<file path="src/design/vic_pkg.sv">
// Constants shared by the vectored interrupt controller files
package vic_pkg;
	// APB address width and register word indices (byte address = index * 4)
	localparam int ADDR_W = 12;
	localparam int IDX_W = 8;
	localparam logic [IDX_W-1:0] IDX_PIN_LEVEL = 8'h0F;
	localparam logic [IDX_W-1:0] IDX_EDGE_SELECT = 8'h1F;
	localparam logic [IDX_W-1:0] IDX_ENABLE = 8'h2F;
	localparam logic [IDX_W-1:0] IDX_SERIAL_REQ = 8'h3D;
	localparam logic [IDX_W-1:0] IDX_TIMER_REQ = 8'h3E;
	localparam logic [IDX_W-1:0] IDX_PIN_REQ = 8'h3F;
	localparam logic [IDX_W-1:0] IDX_CORE_STATUS = 8'h40;
	localparam int NUM_REGS = 7;
	// Register select positions
	localparam int SEL_PIN_LEVEL = 0;
	localparam int SEL_EDGE = 1;
	localparam int SEL_ENABLE = 2;
	localparam int SEL_SERIAL = 3;
	localparam int SEL_TIMER = 4;
	localparam int SEL_PIN_REQ = 5;
	localparam int SEL_STATUS = 6;
	// Sources, in priority order: bit 0 highest
	localparam int NUM_SRC = 3;
	localparam int SRC_PIN = 0;
	localparam int SRC_TIMER = 1;
	localparam int SRC_SERIAL = 2;
	// Vector addresses
	localparam int VEC_W = 12;
	localparam logic [VEC_W-1:0] VEC_PIN = 12'h003;
	localparam logic [VEC_W-1:0] VEC_TIMER = 12'h002;
	localparam logic [VEC_W-1:0] VEC_SERIAL = 12'h001;
	localparam logic [VEC_W-1:0] VEC_NONE = 12'h000;
	// Edge select encodings
	localparam logic [1:0] EDGE_RISING = 2'h0;
	localparam logic [1:0] EDGE_FALLING = 2'h1;
	localparam int EDGE_BOTH_BIT = 1;
	localparam logic [1:0] EDGE_RESET = 2'h0;
	// Saved core flags: decimal, compare, carry, zero, index enable
	localparam int FLAGS_W = 5;
	localparam int STATUS_MASK_BIT = 0;
	localparam int STATUS_FLAGS_LSB = 1;
endpackage : vic_pkg

</file>
<file path="src/design/vectored_interrupt_control.sv">
// Vectored interrupt controller: three sources, APB registers, core hand-off
//
// Chosen here: the APB slave port.

module vectored_interrupt_control #(
	parameter int VEC_WIDTH = vic_pkg::VEC_W
) (
	// Clock and reset
	input wire logic clk,
	input wire logic reset,
	// APB slave
	input wire logic psel,
	input wire logic penable,
	input wire logic pwrite,
	input wire logic [vic_pkg::ADDR_W-1:0] paddr,
	input wire logic [31:0] pwdata,
	output logic [31:0] prdata,
	output logic pready,
	output logic pslverr,
	// Request sources
	input wire logic ext_pin,
	input wire logic timer_match,
	input wire logic serial_done,
	// Core sequencer
	input wire logic instr_boundary,
	input wire logic enable_instruction,
	input wire logic disable_instruction,
	input wire logic [vic_pkg::FLAGS_W-1:0] core_flags,
	output logic vector_take,
	output logic [VEC_WIDTH-1:0] vector_addr,
	output logic [vic_pkg::FLAGS_W-1:0] saved_flags,
	output logic wake_request
);
	if (VEC_WIDTH != vic_pkg::VEC_W) begin : g_bad_width
		$error("VEC_WIDTH must equal the vector address width");
	end

	typedef struct packed {
		logic global_accept_mask;
		logic [vic_pkg::NUM_SRC-1:0] source_request_flag;
		logic [vic_pkg::NUM_SRC-1:0] source_enable_flag;
		logic [1:0] edge_select;
		logic [vic_pkg::FLAGS_W-1:0] saved;
		logic take;
		logic [vic_pkg::VEC_W-1:0] vec;
		logic wake;
		logic ready;
		logic err;
		logic [31:0] rdata;
	} ctl_state_t;

	ctl_state_t cur;
	ctl_state_t next_cur;
	logic pin_level;
	logic pin_event;
	logic [vic_pkg::NUM_SRC-1:0] qualified;
	logic [vic_pkg::NUM_SRC-1:0] grant;
	logic [vic_pkg::VEC_W-1:0] win_vector;
	logic [vic_pkg::NUM_SRC-1:0] events;
	logic accept;
	logic setup;
	logic wr_now;
	logic [vic_pkg::NUM_REGS-1:0] rsel;
	logic [vic_pkg::NUM_REGS-1:0] wsel;

	function automatic logic [vic_pkg::NUM_REGS-1:0] reg_sel(
		input logic [vic_pkg::ADDR_W-1:0] a
	);
		logic [vic_pkg::IDX_W-1:0] idx;
		logic [vic_pkg::NUM_REGS-1:0] s;
		idx = a[vic_pkg::IDX_W+1:2];
		s = '0;
		if (a[1:0] == 2'h0 && a[vic_pkg::ADDR_W-1:vic_pkg::IDX_W+2] == '0) begin
			s[vic_pkg::SEL_PIN_LEVEL] = (idx == vic_pkg::IDX_PIN_LEVEL);
			s[vic_pkg::SEL_EDGE] = (idx == vic_pkg::IDX_EDGE_SELECT);
			s[vic_pkg::SEL_ENABLE] = (idx == vic_pkg::IDX_ENABLE);
			s[vic_pkg::SEL_SERIAL] = (idx == vic_pkg::IDX_SERIAL_REQ);
			s[vic_pkg::SEL_TIMER] = (idx == vic_pkg::IDX_TIMER_REQ);
			s[vic_pkg::SEL_PIN_REQ] = (idx == vic_pkg::IDX_PIN_REQ);
			s[vic_pkg::SEL_STATUS] = (idx == vic_pkg::IDX_CORE_STATUS);
		end
		return s;
	endfunction : reg_sel

	pin_edge_detect u_pin (
		.clk(clk),
		.reset(reset),
		.pin(ext_pin),
		.edge_select(cur.edge_select),
		.level(pin_level),
		.event_pulse(pin_event)
	);

	// Qualification ignores the global mask so wake-up still works under disable
	assign qualified = cur.source_request_flag & cur.source_enable_flag;

	source_priority u_prio (
		.request(qualified),
		.grant(grant),
		.vector(win_vector)
	);

	assign events = {serial_done, timer_match, pin_event};
	assign accept = instr_boundary && cur.global_accept_mask && (|qualified);
	assign setup = psel && !penable;
	assign wr_now = psel && penable && cur.ready && pwrite;
	assign rsel = reg_sel(paddr);
	assign wsel = wr_now ? reg_sel(paddr) : '0;

	always_comb begin
		next_cur = cur;
		// Mask: acceptance clears, enable sets, disable wins last
		if (accept) begin
			next_cur.global_accept_mask = 1'b0;
		end
		if (enable_instruction) begin
			next_cur.global_accept_mask = 1'b1;
		end
		if (disable_instruction) begin
			next_cur.global_accept_mask = 1'b0;
		end
		// Request flags: events win over any clear
		for (int i = 0; i < vic_pkg::NUM_SRC; i++) begin
			if (accept && grant[i]) begin
				next_cur.source_request_flag[i] = 1'b0;
			end
			// Flag registers sit in reverse source order
			if (wsel[vic_pkg::SEL_PIN_REQ - i]) begin
				next_cur.source_request_flag[i] = pwdata[0];
			end
			if (events[i]) begin
				next_cur.source_request_flag[i] = 1'b1;
			end
		end
		if (wsel[vic_pkg::SEL_ENABLE]) begin
			next_cur.source_enable_flag = pwdata[vic_pkg::NUM_SRC-1:0];
		end
		if (wsel[vic_pkg::SEL_EDGE]) begin
			next_cur.edge_select = pwdata[1:0];
		end
		// Only the flags go on the stack, never the data buffer
		next_cur.take = accept;
		if (accept) begin
			next_cur.saved = core_flags;
			next_cur.vec = win_vector;
		end
		next_cur.wake = |qualified;
		// APB: answer in the first access cycle
		next_cur.ready = setup;
		// Error rides with ready, so pslverr stays a bare flop
		next_cur.err = setup && !(|rsel);
		if (setup) begin
			next_cur.rdata = '0;
			unique case (1'b1)
				rsel[vic_pkg::SEL_PIN_LEVEL]: next_cur.rdata[0] = pin_level;
				rsel[vic_pkg::SEL_EDGE]: next_cur.rdata[1:0] = cur.edge_select;
				rsel[vic_pkg::SEL_ENABLE]: begin
					next_cur.rdata[vic_pkg::NUM_SRC-1:0] = cur.source_enable_flag;
				end
				rsel[vic_pkg::SEL_SERIAL]: begin
					next_cur.rdata[0] = cur.source_request_flag[vic_pkg::SRC_SERIAL];
				end
				rsel[vic_pkg::SEL_TIMER]: begin
					next_cur.rdata[0] = cur.source_request_flag[vic_pkg::SRC_TIMER];
				end
				rsel[vic_pkg::SEL_PIN_REQ]: begin
					next_cur.rdata[0] = cur.source_request_flag[vic_pkg::SRC_PIN];
				end
				rsel[vic_pkg::SEL_STATUS]: begin
					next_cur.rdata[vic_pkg::STATUS_MASK_BIT] = cur.global_accept_mask;
					next_cur.rdata[vic_pkg::STATUS_FLAGS_LSB +: vic_pkg::FLAGS_W] = cur.saved;
				end
				default: next_cur.rdata = '0;
			endcase
		end
	end

	always_ff @(posedge clk or posedge reset) begin
		if (reset) begin
			cur <= '0;
			cur.edge_select <= vic_pkg::EDGE_RESET;
		end else begin
			cur <= next_cur;
		end
	end

	assign prdata = cur.rdata;
	assign pready = cur.ready;
	assign pslverr = cur.err;
	assign vector_take = cur.take;
	assign vector_addr = cur.vec;
	assign saved_flags = cur.saved;
	assign wake_request = cur.wake;
endmodule : vectored_interrupt_control

</file>
<file path="src/design/pin_edge_detect.sv">
// External pin synchroniser with selectable edge detection
module pin_edge_detect (
	// Clock and reset
	input wire logic clk,
	input wire logic reset,
	// Pin and edge mode
	input wire logic pin,
	input wire logic [1:0] edge_select,
	// Results
	output logic level,
	output logic event_pulse
);
	typedef struct packed {
		logic s1;
		logic s2;
		logic prev;
	} edge_state_t;

	edge_state_t cur;
	edge_state_t next_cur;
	logic rise;
	logic fall;

	always_comb begin
		next_cur = cur;
		next_cur.s1 = pin;
		next_cur.s2 = cur.s1;
		next_cur.prev = cur.s2;
	end

	always_ff @(posedge clk or posedge reset) begin
		if (reset) begin
			cur <= '0;
		end else begin
			cur <= next_cur;
		end
	end

	assign rise = cur.s2 && !cur.prev;
	assign fall = !cur.s2 && cur.prev;
	assign level = cur.s2;
	// 1x selects both edges
	assign event_pulse = edge_select[vic_pkg::EDGE_BOTH_BIT] ? (rise || fall) :
		(edge_select == vic_pkg::EDGE_FALLING) ? fall : rise;
endmodule : pin_edge_detect

</file>
<file path="src/design/source_priority.sv">
// Fixed priority pick among qualified requests
module source_priority (
	// Qualified requests
	input wire logic [vic_pkg::NUM_SRC-1:0] request,
	// Winner
	output logic [vic_pkg::NUM_SRC-1:0] grant,
	output logic [vic_pkg::VEC_W-1:0] vector
);
	function automatic logic [vic_pkg::NUM_SRC-1:0] pick(input logic [vic_pkg::NUM_SRC-1:0] r);
		logic [vic_pkg::NUM_SRC-1:0] g;
		g = '0;
		for (int i = vic_pkg::NUM_SRC - 1; i >= 0; i--) begin
			if (r[i]) begin
				g = '0;
				g[i] = 1'b1;
			end
		end
		return g;
	endfunction : pick

	always_comb begin
		grant = pick(request);
		vector = vic_pkg::VEC_NONE;
		if (grant[vic_pkg::SRC_PIN]) begin
			vector = vic_pkg::VEC_PIN;
		end else if (grant[vic_pkg::SRC_TIMER]) begin
			vector = vic_pkg::VEC_TIMER;
		end else if (grant[vic_pkg::SRC_SERIAL]) begin
			vector = vic_pkg::VEC_SERIAL;
		end
	end
endmodule : source_priority

</file>
<file path="config.mk">
export PLATFORM = sky130hd
export DESIGN_NAME = vectored_interrupt_control
export DESIGN_NICKNAME = d
export VERILOG_FILES = /design/src/design/vic_pkg.sv /design/src/design/vectored_interrupt_control.sv /design/src/design/pin_edge_detect.sv /design/src/design/source_priority.sv
export SDC_FILE = /design/constraint.sdc
export NUM_CORES = 1
export LEC_CHECK = 0
export BUFFER_PORTS_ARGS = -buffer_cell sky130_fd_sc_hd__buf_2
export CORE_MARGIN = 2
export CORE_UTILIZATION = 45
export DETAILED_ROUTE_END_ITERATION = 8
export HOLD_SLACK_MARGIN = 0.03
export PLACE_DENSITY = 0.75
export SLEW_MARGIN = 5
export SYNTH_ARGS = -nofsm -noshare
export SYNTH_HDL_FRONTEND = slang
export SYNTH_HIERARCHICAL = 1
export SYNTH_SLANG_ARGS = --single-unit
</file>
<file path="constraint.sdc">
create_clock -name clk -period 2.7 [get_ports clk]
set_clock_uncertainty 0.2 [all_clocks]
set_input_delay 0.135 -clock clk [delete_from_list [all_inputs] [get_ports clk]]
set_output_delay 0.135 -clock clk [all_outputs]
set_load 0.02 [all_outputs]
</file>
Yosys cells after proc, flatten, opt, wreduce, memory -nomap -nowiden:

Index checks and enable logic that the tools add are counted.

* flip-flop bits (word level): 39
* input port bits: 60
* output and inout port bits: 53
* word-level logic and storage cells: 77

* equality and inequality tests: 8
* muxes and demuxes: 26
* bitwise logic cells: 1
* reduce and logical (&&, ||, !) cells: 26

Operators by type and width (number)
* equality test 8 x 6 -> 1 bit (second input constant): 4
* 2-to-1 mux 12 bit: 2
* 2-to-1 mux 1 bit: 15
* logical AND 1 bit: 13
* 2-to-1 mux 3 bit: 4
* nonzero test 3 bit: 4
* equality test 8 x 4 -> 1 bit (second input constant): 1
* equality test 8 x 5 -> 1 bit (second input constant): 1
* equality test 8 x 7 -> 1 bit (second input constant): 1
* 2-to-1 mux 7 bit: 1
* case mux 1 bit (7 select lines): 1
* OR reduction 7 bit: 1
* 2-to-1 mux 6 bit: 1
* logical NOT 1 bit: 4
* logical NOT 2 bit: 2
* bitwise AND 3 bit: 1
* case mux 1 bit (3 select lines): 1
* OR reduction 3 bit: 1
* equality test 2 x 1 -> 1 bit (second input constant): 1
* case mux 1 bit (2 select lines): 1
* logical OR 1 bit: 1

Logic depth before layout (Yosys ltp):

Gate-level depths: netlist (run 1).

* depth in word-level cells: 8
* mapped depth: 6
* depth with buffers taken out: 6

Hierarchy:

The synthesis (run 1) kept the hierarchy.

By module, submodules not included
* vectored_interrupt_control: instances 1, cells an instance 179, area each 2034.5 µm², seq. area each 900.9 µm²
* pin_edge_detect: instances 1, cells an instance 10, area each 131.4 µm², seq. area each 75.1 µm²
* source_priority: instances 1, cells an instance 17, area each 127.6 µm², seq. area each 0.0 µm²

Worst setup path after synthesis (run 1):

Ideal clock, no wire load.

* kind: input to register
* from: input port paddr[1] in the netlist's numbering
* to: register cur[55] in the netlist's numbering
* setup time: 0.125 ns
* arrival time: 1.608 ns
* setup slack: 0.768 ns
* stages: 5
* cells stage by stage: or4_4 buf_6 nor4_4 and2b_2 mux2_2

* longest elaborated chain between the ends: 4

Ends and longest elaborated chain
* start, declared: RTL line vectored_interrupt_control.sv:15 `input wire logic [vic_pkg::ADDR_W-1:0] paddr,`
* logical NOT 2 bit: RTL line vectored_interrupt_control.sv:73 `if (a[1:0] == 2'h0 && a[vic_pkg::ADDR_W-1:vic_pkg::IDX_W+2] == '0) begin`
* logical AND 1 bit: RTL line vectored_interrupt_control.sv:73
* 2-to-1 mux 7 bit: RTL line vectored_interrupt_control.sv:73
* 2-to-1 mux 6 bit: RTL line vectored_interrupt_control.sv:108 `assign wsel = wr_now ? reg_sel(paddr) : '0;`
* end signal, assigned: RTL line vectored_interrupt_control.sv:183 `cur <= next_cur;`
* end, declared: RTL line vectored_interrupt_control.sv:52 `ctl_state_t cur;`

Every way passes these cells.
A chain may end at the register's enable or synchronous reset.

Worst setup path after layout (run 1):

* from: register cur[55] in the netlist's numbering
* to: register cur[60] in the netlist's numbering

* longest elaborated chain between the ends: 5

Ends and longest elaborated chain
* bitwise AND 3 bit: RTL line vectored_interrupt_control.sv:95 `assign qualified = cur.source_request_flag & cur.source_enable_flag;`
* OR reduction 3 bit: RTL line vectored_interrupt_control.sv:104 `assign accept = instr_boundary && cur.global_accept_mask && (|qualified);`
* logical AND 1 bit: RTL line vectored_interrupt_control.sv:104
* net accept: RTL line vectored_interrupt_control.sv:60 `logic accept;`
* logical AND 1 bit: RTL line vectored_interrupt_control.sv:124 `if (accept && grant[i]) begin`
* nonzero test 3 bit (no source line)

The timed path passes the listed nets, and every way through them passes these cells.

==> flow_summary_export.csv, run 1 <==
group,metric,value,unit
status,status,"finished, final reports clean",
yosys,synth_ff_type,"dfrtp_1",
route,routed-via-count,1497,
sta,tightest_slew,0.6957,ns
sta,finalSetupTns,0,ns
route,ant_nets,0,
yosys,synth.distinct_cells,49,
route,post_drt_wl_per_cell,12.44,um
floorplanning,io_pins,113,
floorplanning,rows,25,
flow_run,maxCapViolCount,0,
place,dpl.hpwl,3073,um
setup_path,start_kind,"flip-flop",
yosys,synth_warnings,6,
route,drt_iter0_markers,32,
setup_path,cp-end-kind,"flip-flop",
yosys,synth_top_area_share,42.55,%
yosys,synth_most_common_cell,"buf_4",
yosys,synth_edf_count,0,
pwr,p_int,0.8764,mW
route,drc,0,
sta,fin_crit,2.415,ns
place,place_area,0.002327,sq mm
pwr,p_leak,1.414,nW
yosys,async_flop_share,100.0,%
clocking,clkSinkCount,39,
global_route,grt_start_max_net_pins,21,
setup_path,worstPathMaxFanout,4,
cells_and_area,areaGrowthSynthToFinish,13.97,%
global_route,use_met2,26.57,%
sta,rsz0062_at_grt,"false",
cells_and_area,drive_above_1_share,40.46,%
yosys,synth_commonest_cells,"buf_4, dfrtp_1, mux2_2, inv_1, nand2_1",
clocking,htreeDepth,2,
clocking,cts_root_buf,"clkbuf_8",
clocking,cts_buffers,5,
pwr,power.switching,0.2932,mW
setup_path,crit-reg2reg-launch,"cur[55]",
setup_path,cp.arrival,2.44,ns
route,vias_per_cell,4.550,
yosys,ys_ff_latch,39,
yosys,synth_seq_area_share,42.55,%
global_route,grt_pass1_wl,6334,um
yosys,syn_area_per_cell,11.13,sq um
route,first_pass_iters,4,
floorplanning,chipWidth,75.39,um
sta,finalCritPeriodShare,89.44,%
pwr,clkPwrFrac,36.7,%
pwr,switching_share,25.06,%
worst_hold_path,hold_class,"in2async",
pwr,max-vdd-ir-drop,0.0003091,V
sta,hold_viol_final,0,
setup_path,startpoint,"cur[55]",
global_route,grt_use_total,14.98,%
place,place_congestion,0.7880,
pwr,seq_power_share,51.3,%
place,io_buffers,57,
clocking,cts.path.max_buffers,2,
setup_path,path_class,"reg2reg",
setup_path,rr_worst_depth,6,
global_route,antenna_found_initial,0,
global_route,grt.met1_usage,17.45,%
cells_and_area,nets,323,
yosys,syn-cell-area,0.002293,sq mm
global_route,grt_remaining_overflow,0,
sta,relSlewSlack,53.57,%
cells_and_area,post-route-cell-area,0.002614,sq mm
clocking,clk_latency,0.29,ns
clocking,cts_tree,"built",
yosys,synthCells,206,
route,wirelength,4094,um
global_route,grt_pass1_vias,1405,
setup_path,required,2.73,ns
pwr,pwr-share-comb,12.0,%
global_route,busiest_layer,"met2",
floorplanning,core,0.004817,sq mm
yosys,synth_area_leaders,"dfrtp_1, buf_4, mux2_2, nor4_4, mux2i_1",
floorplanning,die-area,0.005684,sq mm
sta,setup_viol,0,
clocking,path_clk_slew,0.07,ns
cells_and_area,diodes,0,
floorplanning,dieHeight,75.39,um
floorplanning,initial_core_util,47.61,%
sta,drv_slew,0,
pwr,power.density,447.5,mW/mm^2
global_route,grt_use_met3,5.159,%
sta,max_freq,414.1,MHz
yosys,yosys.area.top_type,"dfrtp_1",
repair_timing:
item / CTS / global route
hold buffers: 16 / 0
resized for setup: 0 / 1
endpoints found under the setup margin: 0 / 2
setup buffers: 0 / 3
endpoints found under the hold margin: 33 / 0
per-stage QoR:
stage | hold WS, ns | instances | setup WS (ns) | utilization (%) | total power [mW]
finish | 0.05729 | 329 | 0.2851 | 54.26 | 1.170
global route | 0.07802 | 329 | 0.1392 | 54.26 | 1.230
CTS | 0.04574 | 326 | 0.05700 | 53.71 | 1.189
detailed placement | -0.1824 | 302 | 0.5803 | 48.31 | 0.7369
global placement | -0.1882 | 302 | 0.6118 | 48.31 | 0.7342
floorplan | -0.3114 | 240 | 0.7676 | - | 0.7386
cell families after synthesis:
group                    share of synthesized area [%]
adder cells (fa/ha/maj)                          1.091
buffers and inverters                            22.31
AND/OR/NAND/NOR                                  14.29
multiplexers                                     12.60
other                                           0.3275
AO/OA/AOI/OAI                                    6.820
flip-flops                                       42.55
cell usage in the layout, fill, tap and decap left out, types with 2 or more instances in the layout:
master          n
a21oi_1         4
a221oi_1        2
a311o_1         2
a32oi_1         2
and2_1          3
buf_2          57
buf_4           5
clkbuf_8        7
conb_1         36
dfrtp_1        39
dlygate4sd3_1  16
ha_1            2
inv_1           8
mux2_2         23
mux2i_1         3
nand2_1         8
nand2b_1        2
nand3_1         3
nor2_1          5
nor2b_1         4
nor4_4          2
final cells by class:
cell class                      count  area, sq um
Inverter                            9        37.54
Clock buffer                        8        100.1
Sequential cell                    39        975.9
Tap cell                           67        83.83
Timing Repair Buffer               78        483.0
Multi-Input combinational cell    128        933.4
Fill cell                         468         2203
power by group through the flow:
stage / clock network, mW / registers (mW) / logic [mW]
floorplan: 0 / 0.612 / 0.126
global placement: 0 / 0.612 / 0.122
detailed placement: 0 / 0.612 / 0.125
CTS: 0.448 / 0.601 / 0.141
global route: 0.471 / 0.601 / 0.157
finish: 0.429 / 0.600 / 0.140
path summary, 6_finish.rpt:
check,end,slack [ns]
setup / recovery,cur[60],0.29
hold / removal,u_pin/cur[2],0.06
setup reg to reg,cur[60],0.29
hold reg to reg,u_pin/level,0.15
max in group asynchronous,cur[58],1.27
min in group clk,prdata[5],0.08
state kept, by name (all words and copies together) (netlist names):
register / flops
vector_take: 1
prdata: 6
wake_request: 1
cur: 9
pready: 1
u_pin/cur: 2
pslverr: 1
u_pin/level: 1
saved_flags: 5
vector_addr: 12
metal layers:
metal / up-vias / part of all wire [%]
li1: 719 / -
met1: 716 / 42
met2: 60 / 50
met3: 2 / 7.2
met4: 0 / 0.54
met5: - / 0
worst max-delay path: stages, from the launching register on:
cell and delay (ns):
dfrtp_1 0.41, a222oi_1 0.41, or2_2 0.22, clkinvlp_4 0.12, a221oi_1 0.29, a311o_1 0.15, dlygate4sd3_1 0.55
Power figures use the tool's default switching activity.
==> run 2, diff against run 1 <==
--- a/config.mk
+++ b/config.mk
@@ -7,10 +7,11 @@
 export LEC_CHECK = 0
 export BUFFER_PORTS_ARGS = -buffer_cell sky130_fd_sc_hd__buf_2
 export CORE_MARGIN = 2
-export CORE_UTILIZATION = 45
+export CORE_UTILIZATION = 30
 export DETAILED_ROUTE_END_ITERATION = 8
 export HOLD_SLACK_MARGIN = 0.03
-export PLACE_DENSITY = 0.75
+export PLACE_DENSITY = 0.52
+export SKIP_CTS_REPAIR_TIMING = 1
 export SLEW_MARGIN = 5
 export SYNTH_ARGS = -nofsm -noshare
 export SYNTH_HDL_FRONTEND = slang
==> run 2 against run 1 <==
Sequential power about the same. Register-to-register slack better by 0.11 ns. Hold slack better by 0.0021 ns. Critical path type unchanged.
==> flow_summary_export.csv, run 2 (same netlist as run 1, synthesis figures left out) <==
group,metric,value,unit
route,routed-via-count,1435,
clocking,path_clk_slew,0.07,ns
clocking,clkSinkCount,39,
route,post_drt_wl_per_cell,11.84,um
global_route,grt_start_max_net_pins,37,
route,drt_iter0_markers,38,
sta,rsz0062_at_grt,"false",
setup_path,cp.arrival,2.33,ns
place,dpl.hpwl,3197,um
cells_and_area,drive_above_1_share,39.69,%
place,preCtsSetupSlack,0.5019,ns
global_route,grt_pass1_vias,1325,
cells_and_area,layout_commonest_cell,"buf_2",
cells_and_area,areaGrowthSynthToFinish,13.69,%
global_route,grt_use_total,10.38,%
pwr,clkPwrFrac,36.9,%
floorplanning,chipWidth,91.44,um
pwr,power.density,450.5,mW/mm^2
status,status,"finished, final reports clean",
route,drc,0,
floorplanning,io_pins,113,
floorplanning,core,0.007331,sq mm
setup_path,cp-end-kind,"flip-flop",
cells_and_area,final_cell_mix,"buf_2, dfrtp_1, conb_1, mux2_2, dlygate4sd3_1",
place,io_buffers,57,
pwr,power.switching,0.2981,mW
pwr,max-vdd-ir-drop,0.0002076,V
setup_path,path_class,"reg2reg",
setup_path,rr_worst_depth,6,
cells_and_area,final_cells,356,
clocking,cts.path.max_buffers,2,
cells_and_area,nets,318,
setup_path,worstPathCellList,"a222oi_1, or2_2, buf_4, a21oi_1, nor2_1, dlygate4sd3_1",
setup_path,worst-path-buf-inv,2,
setup_path,rr_endpoint,"cur[61]",
place,place_congestion,0.7859,
route,ant_nets,0,
floorplanning,rows,31,
worst_hold_path,hold_class,"in2async",
sta,finalSetupTns,0,ns
clocking,cts_root_buf,"clkbuf_8",
sta,drv_slew,0,
sta,fin_crit,2.307,ns
floorplanning,dieHeight,91.44,um
clocking,cts_tree,"built",
global_route,grt_pass1_wl,6796,um
sta,max_freq,433.5,MHz
pwr,pwr-share-comb,12.0,%
pwr,switching_share,25.38,%
sta,hold_viol_final,0,
pwr,p_leak,1.399,nW
global_route,grt_remaining_overflow,0,
cells_and_area,postLayoutCoreUtil,35.57,%
flow_run,maxCapViolCount,0,
pwr,p_int,0.8767,mW
sta,finalWorstSetupSlack,0.3930,ns
cells_and_area,multi_input_area,933.4,sq um
place,dp.cells,334,
setup_path,required,2.72,ns
route,vias_per_cell,4.031,
cells_and_area,regArea,975.9,sq um
floorplanning,die-area,0.008360,sq mm
setup_path,rrSetupSlack,0.39,ns
route,first_pass_iters,4,
place,place_area,0.002367,sq mm
sta,finalCritPeriodShare,85.44,%
sta,fin_worst_hold_slack,0.05935,ns
pwr,finalPower,1.175,mW
setup_path,start_kind,"flip-flop",
pwr,seq_power_share,51.1,%
clocking,htreeDepth,2,
clocking,clk_latency,0.28,ns
global_route,antenna_found_initial,0,
clocking,cts_buffers,5,
cells_and_area,largest_reg_flops,12,
cells_and_area,diodes,0,
setup_path,crit_family,"buffers and inverters",
route,wirelength,4216,um
cells_and_area,post-route-cell-area,0.002608,sq mm
floorplanning,initial_core_util,31.29,%
setup_path,worstPathMaxFanout,14,
setup_path,crit_path_top_delay_cell,"dlygate4sd3_1",
setup_path,slowest_delay,0.54,ns
cells_and_area,nFillCells,768,
sta,setup_viol,0,
setup_path,crit-reg2reg-launch,"cur[57]",
-- run 2: cell count changes in the layout (fill, tap and decap cells not counted), sizes merged --
cell	previous run	this run
dlygate4sd3	16	14
buf	62	59
clkinvlp	1	0
clkinv	0	1
-- run 2: tightest hold or removal path: cells and delay by family --
kind / cells / cell delay [ns]
buf+inv: 3 / 0.74
-- run 2: final cells by class --
| type | instances | area share, % |
|---|---|---|
| clock buffers | 8 | 3.839 |
| inverters | 9 | 1.296 |
| multi-input cells | 128 | 35.80 |
| flip-flops and latches | 39 | 37.43 |
| well taps | 99 | 4.750 |
| repair buffers | 73 | 16.89 |
-- run 2: how the worst max path moves through the flow --
stage          cells past startpoint       to      from
6_report                           6  cur[61]   cur[57]
5_1_grt                            6  cur[61]   cur[57]
4_1_cts                            5  cur[60]   cur[57]
3_5_place_dp                       5  cur[60]   cur[57]
3_3_place_gp                       5  cur[60]   cur[57]
2_1_floorplan                      5  cur[55]  paddr[1]
-- run 2: power groups by stage --
stage	Combinational (mW)	Clock [mW]	Sequential (mW)
floorplan	0.126	0	0.612
global placement	0.125	0	0.612
detailed placement	0.126	0	0.612
CTS	0.126	0.454	0.600
global route	0.158	0.480	0.602
finish	0.141	0.434	0.600
-- run 2: per-layer routing --
metal / part of all wire (%) / global-route usage (%) / up-vias
met4: 0.12 / 2.273 / 0
met2: 46 / 15.75 / 53
met3: 5.6 / 3.154 / 2
li1: - / - / 708
met5: 0 / 0 / -
met1: 48 / 14.52 / 672
==> run 3, diff against run 2 <==
--- a/config.mk
+++ b/config.mk
@@ -11,6 +11,7 @@
 export DETAILED_ROUTE_END_ITERATION = 8
 export HOLD_SLACK_MARGIN = 0.03
 export PLACE_DENSITY = 0.52
+export REMOVE_ABC_BUFFERS = 1
 export SKIP_CTS_REPAIR_TIMING = 1
 export SLEW_MARGIN = 5
 export SYNTH_ARGS = -nofsm -noshare
==> constraint.sdc (replaced) <==
create_clock -name clk -period 2.7 [get_ports clk]
set_clock_uncertainty 0.2 [all_clocks]
set_input_delay 0.135 -clock clk [delete_from_list [all_inputs] [get_ports clk]]
set_output_delay 0.135 -clock clk [all_outputs]
set_load 0.005 [all_outputs]
==> run 3 against run 2 <==
Setup slack better by 0.076 ns. Global-route usage is 0.19 points higher. Hold slack better by 0.00084 ns. Clock power is 17% higher. Fmax is 3.4% higher. Via count is 4.4% higher.
==> flow_summary_export.csv, run 3 (same netlist as run 1, synthesis figures left out) <==
group,metric,value,unit
status,status,"finished, final reports clean",
cells_and_area,largest_reg_flops,12,
worst_hold_path,hold_class,"in2async",
route,first_pass_iters,4,
global_route,grt_remaining_overflow,0,
setup_path,crit_family,"buffers and inverters",
floorplanning,initial_core_util,31.29,%
place,place_congestion,0.7482,
place,place_area,0.002367,sq mm
pwr,power.density,463.1,mW/mm^2
sta,rsz0062_at_grt,"false",
sta,max_freq,448.3,MHz
route,vias_per_cell,4.208,
floorplanning,rows,31,
clocking,clk_latency,0.29,ns
place,dp.cells,334,
global_route,antenna_found_initial,0,
setup_path,path_class,"reg2reg",
cells_and_area,postLayoutCoreUtil,35.81,%
global_route,grt_pass1_vias,1411,
clocking,clkSinkCount,39,
place,io_buffers,57,
setup_path,rr_endpoint,"cur[61]",
floorplanning,chipWidth,91.44,um
setup_path,crit-reg2reg-launch,"cur[55]",
route,ant_nets,0,
pwr,finalPower,1.216,mW
route,drt_iter0_markers,53,
pwr,max-vdd-ir-drop,0.0002482,V
route,post_drt_wl_per_cell,12.28,um
route,routed-wl-met2,2028,um
route,met1_length,2022,um
setup_path,worst-path-buf-inv,2,
setup_path,start_kind,"flip-flop",
floorplanning,dieHeight,91.44,um
sta,finalCritPeriodShare,82.63,%
floorplanning,io_pins,113,
cells_and_area,final_cells,356,
route,dr_wl_met3,276,um
global_route,grt_pass1_wl,7010,um
sta,drv_slew,0,
pwr,power.switching,0.2736,mW
pwr,clkPwrFrac,41.7,%
floorplanning,core,0.007331,sq mm
cells_and_area,nets,318,
setup_path,crit_path_top_delay_cell,"dlygate4sd3_1",
cells_and_area,final_cell_mix,"buf_2, dfrtp_1, conb_1, mux2_2, dlygate4sd3_1",
setup_path,slowest_delay,0.55,ns
setup_path,rrSetupSlack,0.47,ns
route,maxUsedRoutingLayer,"met4",
setup_path,cp.arrival,2.26,ns
clocking,cts.path.max_buffers,2,
pwr,seq_power_share,49.3,%
route,drc,0,
cells_and_area,diodes,0,
clocking,cts_tree,"built",
floorplanning,die-area,0.008360,sq mm
setup_path,worstPathCellList,"a222oi_1, or2_2, buf_4, a21oi_1, nor2_1, dlygate4sd3_1",
cells_and_area,layout_commonest_cell,"buf_2",
cells_and_area,drive_above_1_share,40.08,%
global_route,grt_use_total,10.57,%
clocking,cts_root_buf,"clkbuf_8",
route,routed-via-count,1498,
pwr,switching_share,22.51,%
setup_path,cp.depth,6,
global_route,grt_start_max_net_pins,37,
place,dpl.hpwl,3296,um
clocking,htreeDepth,2,
route,wirelength,4373,um
sta,fin_crit,2.231,ns
cells_and_area,areaGrowthSynthToFinish,14.46,%
setup_path,worstPathMaxFanout,14,
sta,finalSetupTns,0,ns
setup_path,rr_worst_depth,6,
cells_and_area,post-route-cell-area,0.002625,sq mm
pwr,p_int,0.9420,mW
pwr,pwr-share-comb,9.0,%
sta,hold_viol_final,0,
clocking,cts_buffers,5,
setup_path,required,2.73,ns
setup_path,cp-end-kind,"flip-flop",
clocking,path_clk_slew,0.08,ns
sta,setup_viol,0,
pwr,p_leak,1.409,nW
flow_run,maxCapViolCount,0,
[run 3: cell types whose count changed in the layout (fill, tap and decap cells not counted)]
cell	delta
clkinv_2	+1
bufinv_16	+1
clkbuf_1	-1
clkbuf_8	-1
[run 3: routing by layer]
layer	vias to the layer above	GRT usage, %
li1	711	-
met1	728	14.01
met2	51	16.61
met3	8	2.988
met4	0	3.409
met5	-	0
[run 3: how the worst max path moves through the flow]
| stage | from | endpoint | slack, ns |
|---|---|---|---|
| finish | cur[55] | cur[61] | 0.47 |
| detailed placement | cur[55] | cur[60] | 0.56 |
| global route | cur[55] | cur[61] | 0.39 |
| floorplan | cur[58] | cur[60] | 0.67 |
| CTS | cur[55] | cur[60] | 0.55 |
| global placement | cur[55] | cur[60] | 0.58 |
[run 3: area by class of cell]
type,instances,area [sq um]
Sequential cell,39,975.9
Tap cell,99,123.9
Timing Repair Buffer,73,440.4
Inverter,9,33.78
Clock buffer,6,82.58
Fill cell,751,4706
Clock inverter,2,35.03
Multi-Input combinational cell,128,933.4
[run 3: stage by stage]
stage | setup slack, ns | hold WS [ns]
CTS | 0.5493 | -0.4905
floorplan | 0.6688 | -0.3114
detailed placement | 0.5639 | -0.1752
global placement | 0.5796 | -0.1824
finish | 0.4691 | 0.06018
global route | 0.3938 | 0.08937
[run 3: worst min-delay path: stages]
cell	delay [ns]
dlygate4sd3_1	0.53
buf_2	0.13
inv_1	0.10
[run 3: power by group through the flow]
stage                     sequential (mW)  clock (mW)  combinational [mW]
after floorplan                     0.612           0              0.0463
after global placement              0.611           0              0.0933
after detailed placement            0.611           0              0.0941
after CTS                           0.600       0.524              0.0946
after global routing                0.601       0.550               0.126
final                               0.600       0.507               0.109
